$ cat src/hdl/pwm_cfg_pkg.sv
// Shared constants for the PWM clock, enable, mask and dead-zone configuration block
package pwm_cfg_pkg;
   // APB addressing: printed offsets are register indices, byte address is four times each
   localparam int APB_ADDR_W = 12;
   localparam logic [7:0] IDX_CLOCK_ENABLE_MASK = 8'ha1;
   localparam logic [7:0] IDX_MODE_DEADZONE = 8'ha7;
   localparam logic [APB_ADDR_W-1:0] ADDR_CLOCK_ENABLE_MASK =
      {2'h0, IDX_CLOCK_ENABLE_MASK, 2'h0};
   localparam logic [APB_ADDR_W-1:0] ADDR_MODE_DEADZONE = {2'h0, IDX_MODE_DEADZONE, 2'h0};

   // Values after reset
   localparam logic [7:0] RST_CLOCK_ENABLE_MASK = 8'h00;
   localparam logic [7:0] RST_MODE_DEADZONE = 8'h00;

   // Field positions, clock/enable/mask register
   localparam int POS_GROUP_CKS_HI = 7;
   localparam int POS_GROUP_CKS_LO = 6;
   localparam int POS_GROUP_EN = 5;
   localparam int POS_CH0_EN = 4;
   localparam int POS_CH0_CKS_HI = 3;
   localparam int POS_CH0_CKS_LO = 2;
   localparam int POS_NEG_MASK = 1;
   localparam int POS_POS_MASK = 0;

   // Field positions, mode/dead-zone register
   localparam int POS_BRIDGE_MODE = 7;
   localparam int POS_MASK_OUT_EN = 6;
   localparam int POS_OUT_MODE_HI = 5;
   localparam int POS_OUT_MODE_LO = 4;
   localparam int POS_DZ_HI = 3;
   localparam int POS_DZ_LO = 0;
   localparam int DZ_W = 4;

   // Clock source codes
   localparam logic [1:0] CKS_SYSCLK = 2'h0;
   localparam logic [1:0] CKS_RC_DIV = 2'h1;
   localparam logic [1:0] CKS_RC = 2'h2;
   localparam logic [1:0] CKS_RC_X2 = 2'h3;

   // Division of the oscillator for the slow source
   localparam int RC_DIVIDE = 256;
endpackage

$ cat src/hdl/pwm0_stage_if.sv
// Carrier between the configuration logic and the channel 0 output stage
`timescale 1ns/1ps
interface pwm0_stage_if;
   logic tick;
   logic run;
   logic half_bridge;
   logic [pwm_cfg_pkg::DZ_W-1:0] dead_zone;
   logic mask_en;
   logic pos_mask;
   logic neg_mask;
   logic clear;

   modport source (output tick, run, half_bridge, dead_zone, mask_en, pos_mask, neg_mask, clear);
   modport stage (input tick, run, half_bridge, dead_zone, mask_en, pos_mask, neg_mask, clear);
endinterface

$ cat src/hdl/pwm0_output_stage.sv
// Channel 0 complementary output stage with dead zone and mask override
`timescale 1ns/1ps
module pwm0_output_stage
(
   // Clock and reset
   input wire logic i_clock,
   input wire logic i_reset_n,
   // Configuration
   pwm0_stage_if.stage cfg,
   // Raw waveform from the channel counter
   input wire logic i_wave,
   // Pin outputs
   output logic o_pos,
   output logic o_neg
);
   logic wave_q;
   logic [pwm_cfg_pkg::DZ_W-1:0] dz_cnt;
   logic [pwm_cfg_pkg::DZ_W-1:0] eff_dz;
   logic mask_on;
   logic edge_seen;

   // No dead zone in half-bridge mode, even if software left one set
   assign eff_dz = cfg.half_bridge ? '0 : cfg.dead_zone;
   assign mask_on = cfg.clear & cfg.mask_en;
   assign edge_seen = i_wave != wave_q;

   // Waveform history for edge detection
   always_ff @(posedge i_clock or negedge i_reset_n)
   begin
      if (!i_reset_n)
         wave_q <= 1'b0;
      else if (!cfg.run)
         wave_q <= 1'b0;
      else
         wave_q <= i_wave;
   end

   // dead zone count
   // Counts modulator clock ticks, so the gap scales with the PWM clock
   always_ff @(posedge i_clock or negedge i_reset_n)
   begin
      if (!i_reset_n)
         dz_cnt <= '0;
      else if (!cfg.run)
         dz_cnt <= '0;
      else if (edge_seen)
         dz_cnt <= eff_dz;
      else if (dz_cnt != '0 && cfg.tick)
         dz_cnt <= dz_cnt - 1'b1;
   end

   // turn-on delay
   // Unless the mask is on, both sides low on every edge, active side released once the count drains
   always_ff @(posedge i_clock or negedge i_reset_n)
   begin
      if (!i_reset_n)
      begin
         o_pos <= 1'b0;
         o_neg <= 1'b0;
      end
      else if (mask_on)
      begin
         o_pos <= cfg.pos_mask;
         o_neg <= cfg.neg_mask;
      end
      else if (!cfg.run || edge_seen || dz_cnt != '0)
      begin
         o_pos <= 1'b0;
         o_neg <= 1'b0;
      end
      else
      begin
         o_pos <= wave_q;
         o_neg <= ~wave_q;
      end
   end
endmodule

$ cat src/hdl/pwm_cfg_top.sv
// PWM clock source, enable, mask and dead-zone configuration with an APB register port
// Behaviour
// - Channel 0 clock from two-bit source selector
// - Channel 0 runs only while enable set
// - One shared enable runs channels 1-5
// - Mask enable forces pins while clear high
// - Negative pin mask bit 1, positive bit 0
// - Mode bit chooses normal or half-bridge
// - Two-bit field selects output modes 0-3
// - Dead zone is field times modulator clock period, none in half-bridge mode
//
// The APB register port was decided locally.
`timescale 1ns/1ps
module pwm_cfg_top
#(
   parameter int RC_DIVIDE = pwm_cfg_pkg::RC_DIVIDE
)
(
   // Clock and reset
   input wire logic i_clock,
   input wire logic i_reset_n,
   // APB slave
   input wire logic i_psel,
   input wire logic i_penable,
   input wire logic i_pwrite,
   input wire logic [pwm_cfg_pkg::APB_ADDR_W-1:0] i_paddr,
   input wire logic [31:0] i_pwdata,
   input wire logic [3:0] i_pstrb,
   output logic [31:0] o_prdata,
   output logic o_pready,
   output logic o_pslverr,
   // Oscillator and channel inputs
   input wire logic i_internal_rc_oscillator,
   input wire logic i_ch0_clear_signal,
   input wire logic i_ch0_wave,
   // Modulator clock enables and run levels
   output logic o_ch0_modulator_clock,
   output logic o_group_modulator_clock,
   output logic o_ch0_run_enable,
   output logic o_group_run_enable,
   // Channel 0 mode and pins
   output logic o_ch0_bridge_mode,
   output logic [1:0] o_ch0_output_mode,
   output logic o_ch0_pos_output,
   output logic o_ch0_neg_output
);
   localparam int DIV_W = $clog2(RC_DIVIDE);

   // Divider must be a power of two of at least two
   if (RC_DIVIDE < 2 || (RC_DIVIDE & (RC_DIVIDE - 1)) != 0)
      $error("RC_DIVIDE must be a power of two of at least 2");

   logic [7:0] clock_enable_mask;
   logic [7:0] mode_deadzone;
   logic rc_s1;
   logic rc_s2;
   logic rc_s3;
   logic rc_rise;
   logic rc_fall;
   logic [DIV_W-1:0] rc_div;
   logic rc_div_tick;
   logic hit_clk;
   logic hit_mode;
   logic wr_take;
   logic [1:0] ch0_sel;
   logic [1:0] group_sel;

   pwm0_stage_if stage_bus ();

   // Source select, shared by both clock groups
   function automatic logic tick_of(input logic [1:0] sel, input logic rise,
                                    input logic fall, input logic slow);
      unique case (sel)
         pwm_cfg_pkg::CKS_SYSCLK: tick_of = 1'b1;
         pwm_cfg_pkg::CKS_RC_DIV: tick_of = slow;
         pwm_cfg_pkg::CKS_RC: tick_of = rise;
         pwm_cfg_pkg::CKS_RC_X2: tick_of = rise | fall;
      endcase
   endfunction

   // Address decode and bus handshake; zero wait states
   assign hit_clk = i_paddr == pwm_cfg_pkg::ADDR_CLOCK_ENABLE_MASK;
   assign hit_mode = i_paddr == pwm_cfg_pkg::ADDR_MODE_DEADZONE;
   assign o_pready = 1'b1;
   assign o_pslverr = i_psel & i_penable & ~(hit_clk | hit_mode);
   assign wr_take = i_psel & i_penable & i_pwrite & i_pstrb[0];

   // Register writes; only byte lane 0 carries data
   always_ff @(posedge i_clock or negedge i_reset_n)
   begin
      if (!i_reset_n)
      begin
         clock_enable_mask <= pwm_cfg_pkg::RST_CLOCK_ENABLE_MASK;
         mode_deadzone <= pwm_cfg_pkg::RST_MODE_DEADZONE;
      end
      else if (wr_take)
      begin
         if (hit_clk)
            clock_enable_mask <= i_pwdata[7:0];
         if (hit_mode)
            mode_deadzone <= i_pwdata[7:0];
      end
   end

   // Read data captured in the setup cycle so it comes from a flop
   always_ff @(posedge i_clock or negedge i_reset_n)
   begin
      if (!i_reset_n)
         o_prdata <= 32'h0000_0000;
      else if (i_psel && !i_penable)
         o_prdata <= {24'h00_0000,
                      hit_clk ? clock_enable_mask : (hit_mode ? mode_deadzone : 8'h00)};
   end

   // Oscillator synchroniser; edges taken from the second and third flops only
   always_ff @(posedge i_clock or negedge i_reset_n)
   begin
      if (!i_reset_n)
      begin
         rc_s1 <= 1'b0;
         rc_s2 <= 1'b0;
         rc_s3 <= 1'b0;
      end
      else
      begin
         rc_s1 <= i_internal_rc_oscillator;
         rc_s2 <= rc_s1;
         rc_s3 <= rc_s2;
      end
   end
   assign rc_rise = rc_s2 & ~rc_s3;
   assign rc_fall = ~rc_s2 & rc_s3;

   // Oscillator divider; the oscillator must run below half the system clock
   always_ff @(posedge i_clock or negedge i_reset_n)
   begin
      if (!i_reset_n)
         rc_div <= '0;
      else if (rc_rise)
         rc_div <= rc_div + 1'b1;
   end
   assign rc_div_tick = rc_rise && rc_div == DIV_W'(RC_DIVIDE - 1);

   assign ch0_sel = clock_enable_mask[pwm_cfg_pkg::POS_CH0_CKS_HI:pwm_cfg_pkg::POS_CH0_CKS_LO];
   assign group_sel =
      clock_enable_mask[pwm_cfg_pkg::POS_GROUP_CKS_HI:pwm_cfg_pkg::POS_GROUP_CKS_LO];
   assign o_ch0_run_enable = clock_enable_mask[pwm_cfg_pkg::POS_CH0_EN];
   assign o_group_run_enable = clock_enable_mask[pwm_cfg_pkg::POS_GROUP_EN];

   // channel 0 clock enable
   // Gated by the run bit so a stopped channel sees no ticks
   always_ff @(posedge i_clock or negedge i_reset_n)
   begin
      if (!i_reset_n)
         o_ch0_modulator_clock <= 1'b0;
      else
         o_ch0_modulator_clock <= o_ch0_run_enable &
                                  tick_of(ch0_sel, rc_rise, rc_fall, rc_div_tick);
   end

   always_ff @(posedge i_clock or negedge i_reset_n)
   begin
      if (!i_reset_n)
         o_group_modulator_clock <= 1'b0;
      else
         o_group_modulator_clock <= o_group_run_enable &
                                    tick_of(group_sel, rc_rise, rc_fall, rc_div_tick);
   end

   // mode fields straight from the register
   assign o_ch0_bridge_mode = mode_deadzone[pwm_cfg_pkg::POS_BRIDGE_MODE];
   assign o_ch0_output_mode =
      mode_deadzone[pwm_cfg_pkg::POS_OUT_MODE_HI:pwm_cfg_pkg::POS_OUT_MODE_LO];

   // Stage configuration
   assign stage_bus.tick = o_ch0_modulator_clock;
   assign stage_bus.run = o_ch0_run_enable;
   assign stage_bus.half_bridge = o_ch0_bridge_mode;
   assign stage_bus.dead_zone = mode_deadzone[pwm_cfg_pkg::POS_DZ_HI:pwm_cfg_pkg::POS_DZ_LO];
   assign stage_bus.mask_en = mode_deadzone[pwm_cfg_pkg::POS_MASK_OUT_EN];
   assign stage_bus.pos_mask = clock_enable_mask[pwm_cfg_pkg::POS_POS_MASK];
   assign stage_bus.neg_mask = clock_enable_mask[pwm_cfg_pkg::POS_NEG_MASK];
   assign stage_bus.clear = i_ch0_clear_signal;

   pwm0_output_stage pwm0_output_stage_i
   (
      .i_clock(i_clock),
      .i_reset_n(i_reset_n),
      .cfg(stage_bus),
      .i_wave(i_ch0_wave),
      .o_pos(o_ch0_pos_output),
      .o_neg(o_ch0_neg_output)
   );
endmodule

$ cat config.mk
export PLATFORM = sky130hd
export DESIGN_NAME = pwm_cfg_top
export DESIGN_NICKNAME = d
export VERILOG_FILES = /design/src/hdl/pwm_cfg_pkg.sv /design/src/hdl/pwm0_stage_if.sv /design/src/hdl/pwm0_output_stage.sv /design/src/hdl/pwm_cfg_top.sv
export SDC_FILE = /design/constraint.sdc
export NUM_CORES = 1
export LEC_CHECK = 0
export CAP_MARGIN = 30
export CORE_MARGIN = 2
export CORE_UTILIZATION = 65
export CTS_CLUSTER_DIAMETER = 100
export CTS_CLUSTER_SIZE = 8
export DETAILED_ROUTE_END_ITERATION = 10
export DONT_BUFFER_PORTS = 1
export GPL_TIMING_DRIVEN = 0
export PLACE_DENSITY = 0.81
export SETUP_SLACK_MARGIN = 0.1
export SLEW_MARGIN = 20
export SYNTH_ARGS = -nofsm -noshare
export SYNTH_HDL_FRONTEND = slang
export SYNTH_SLANG_ARGS = --single-unit
$ cat constraint.sdc
create_clock -name i_clock -period 6.8 [get_ports i_clock]
set_input_delay 1.36 -clock i_clock [delete_from_list [all_inputs] [get_ports i_clock]]
set_output_delay 1.36 -clock i_clock [all_outputs]
set_load 0.1 [all_outputs]
==> reports/metrics.yaml <==
status: "finished, final reports clean"
num_rows: 21
cts_sinks: 44
ys_ff_latch: 44
io_buffer_count: 0
initial_core_util_pct: 68.3
synth_flop_cell: "dfrtp_1"
overflow: 0
dr.pass1.iters: 4
startpoint: "i_paddr[1]"
startpoint_type: "input pin"
via_count: 1597
cts_tree: "done"
hpwl_um: 3540
ioPinCount: 99
synthArstFlopShare_pct: 100
synthCells: 203
nets: 295
leakage_nw: 1.20
drt_wl_total_um: 4670
critPathArrivalTime_ns: 3.18
clkTransAtPathRegs_ns: 0.11
ant_nets: 0
yosysMostFrequentCell: "dfrtp_1"
cts_hold_buf: 0
min_period_ns: 4.54
die_area_um2: 4050
ys_types: 40
powerDensity_nw_per_um2: 213
power.total_w: 0.000542
synthTopCellsByArea: "dfrtp_1 (48%), buf_4 (8.8%), mux2_2 (8.3%)"
root_buffer: "clkbuf_4"
r2r_end: "pwm0_output_stage_i.dz_cnt[1]"
hp-class: "reg2reg"
critPathCapture: "o_pslverr"
crit_path_end_kind: "output port"
yosysSeqAreaShare_pct: 47.6
die_height_um: 63.7
fill_cells: 241
yosys-top-cells-count: "dfrtp_1 (44), buf_4 (27), mux2_2 (17), nand2_1 (16)"
avgSynthCellArea_um2: 11.4
drive_gt1_share_pct: 28.8
fin_tns_setup_ns: 0
synth_edf_count: 0
r2r.worst_path.cells: 3
antenna_found_initial: 0
final_max_slew_viol_count: 0
die_w_um: 63.7
yosysTopAreaCellShare_pct: 47.6
cp_max_fo: 9
cap_violations: 0
drc: 0
grt_max_degree: 45
synth_top_area_cell: "dfrtp_1"
finalClockSkew_ns: 0.00443
grt_pass1_vias: 1608
fp.coreArea_um2: 3390
hold_slack_ns: 0.362
fmax_mhz: 220
viasPerCell: 5.66
place_congestion: 0.777
ys_warn_count: 0
tightest_slew_ns: 0.994
ff2ff_setup_slack_ns: 4.76
synth_area_um2: 2310
hold_viol_final: 0
crit_type: "in2out"
setup_viol: 0
htree_levels: 2
clock_latency_ns: 0.35
slew_headroom_pct: 33.7
crit_required_ns: 5.44
clk_path_buf_depth: 2
grt_pass1_wl_um: 7560
final_core_util_pct: 75.2
max-vdd-ir-drop_mv: 0.134
syn_to_final_growth_pct: 10.1
cts_made_buffers: 5
finalCritPeriodShare_pct: 66.8
cts_setup_buffers: 0
antenna-diode-count: 0
grtUsageTotal_pct: 24.3
rsz0062_at_grt: "false"
routedWlPerCell_um: 16.6
drt_iter0_drc: 70
ctsResizeCount: 0
reg2reg_from: "o_ch0_modulator_clock"
state kept, by name, indices dropped and copies added (netlist names), 4 cells and up:
name and flops:
mode_deadzone 8, rc_div 8, pwm0_output_stage_i.dz_cnt 4, o_prdata 8, clock_enable_mask 8
routing by layer:
layer | track usage [%] | wire (µm) | vias to the layer above
met4 | 7.88 | 105 | 0
met5 | 0 | 0 | -
met3 | 9.82 | 451 | 11
met2 | 42.5 | 2400 | 93
met1 | 26.7 | 1710 | 760
li1 | - | - | 733
worst min-delay path by stage:
| stage | startpoint | endpoint | cells after the start |
|---|---|---|---|
| after floorplan | rc_s1 | rc_s2 | 0 |
| after CTS | rc_s1 | rc_s2 | 0 |
| after detailed placement | rc_s1 | rc_s2 | 0 |
| final | rc_s1 | rc_s2 | 0 |
| after global routing | rc_s1 | rc_s2 | 0 |
| after global placement | rc_s1 | rc_s2 | 0 |
cells in the final DEF (no fill, tap or decap), types with 2 or more instances in the layout:
master,netlist,layout
a22oi_1,8,8
and2_1,2,2
buf_4,27,27
clkbuf_1,5,8
clkbuf_4,0,5
conb_1,2,25
dfrtp_1,44,44
ha_1,4,4
inv_1,8,8
mux2_2,17,17
nand2_1,16,16
nand2b_1,4,4
nand3_1,5,5
nand4_1,7,7
nor2_1,6,6
nor4_4,2,2
o211ai_1,2,2
o21ai_0,3,3
o311a_1,2,2
o31ai_2,8,8
or3b_2,2,2
or4b_4,3,3
xnor2_1,5,5
xor2_1,4,4
power by group:
group / internal [W] / total [W] / switching, W
Sequential: 0.000279 / 0.000300 / 0.0000208
Combinational: 0.0000291 / 0.000112 / 0.0000829
Clock: 0.0000511 / 0.000130 / 0.0000793
layout make-up:
type                            instances  area (µm²)  share of cell area, %
Sequential cell                        44        1100                   43.2
Multi-Input combinational cell        140        1030                   40.5
Buffer                                 34         236                   9.28
Clock buffer                            8        58.8                   2.31
Tap cell                               46        57.6                   2.26
Timing Repair Buffer                    2        31.3                   1.23
Inverter                                8        30.0                   1.18
through the flow:
step / area, µm² / worst slack (ns) / cells
finish: 2550 / 2.26 / 282
global route: 2550 / 2.23 / 282
floorplan: 2400 / 2.28 / 226
CTS: 2520 / 2.25 / 280
global placement: 2460 / 2.26 / 272
detailed placement: 2460 / 2.25 / 272
worst max-delay path, cell delays in order:
cell and delay [ns]:
or4b_4 0.57, or4b_4 0.53, buf_6 0.16, o211a_1 0.56
cells by family (layout without fill, tap and decap cells):
logic type               count (synthesis)  after routing  share of synthesized area (%)
other                                    2             25                          0.325
XOR/XNOR                                 9              9                           3.41
multiplexers                            18             18                           8.71
adder cells (fa/ha/maj)                  4              4                           2.16
buffers and inverters                   42             52                           11.5
flip-flops                              44             44                           47.6
AND/OR/NAND/NOR                         54             54                           14.9
AO/OA/AOI/OAI                           30             30                           11.4
(Power assumes the default switching activity.)
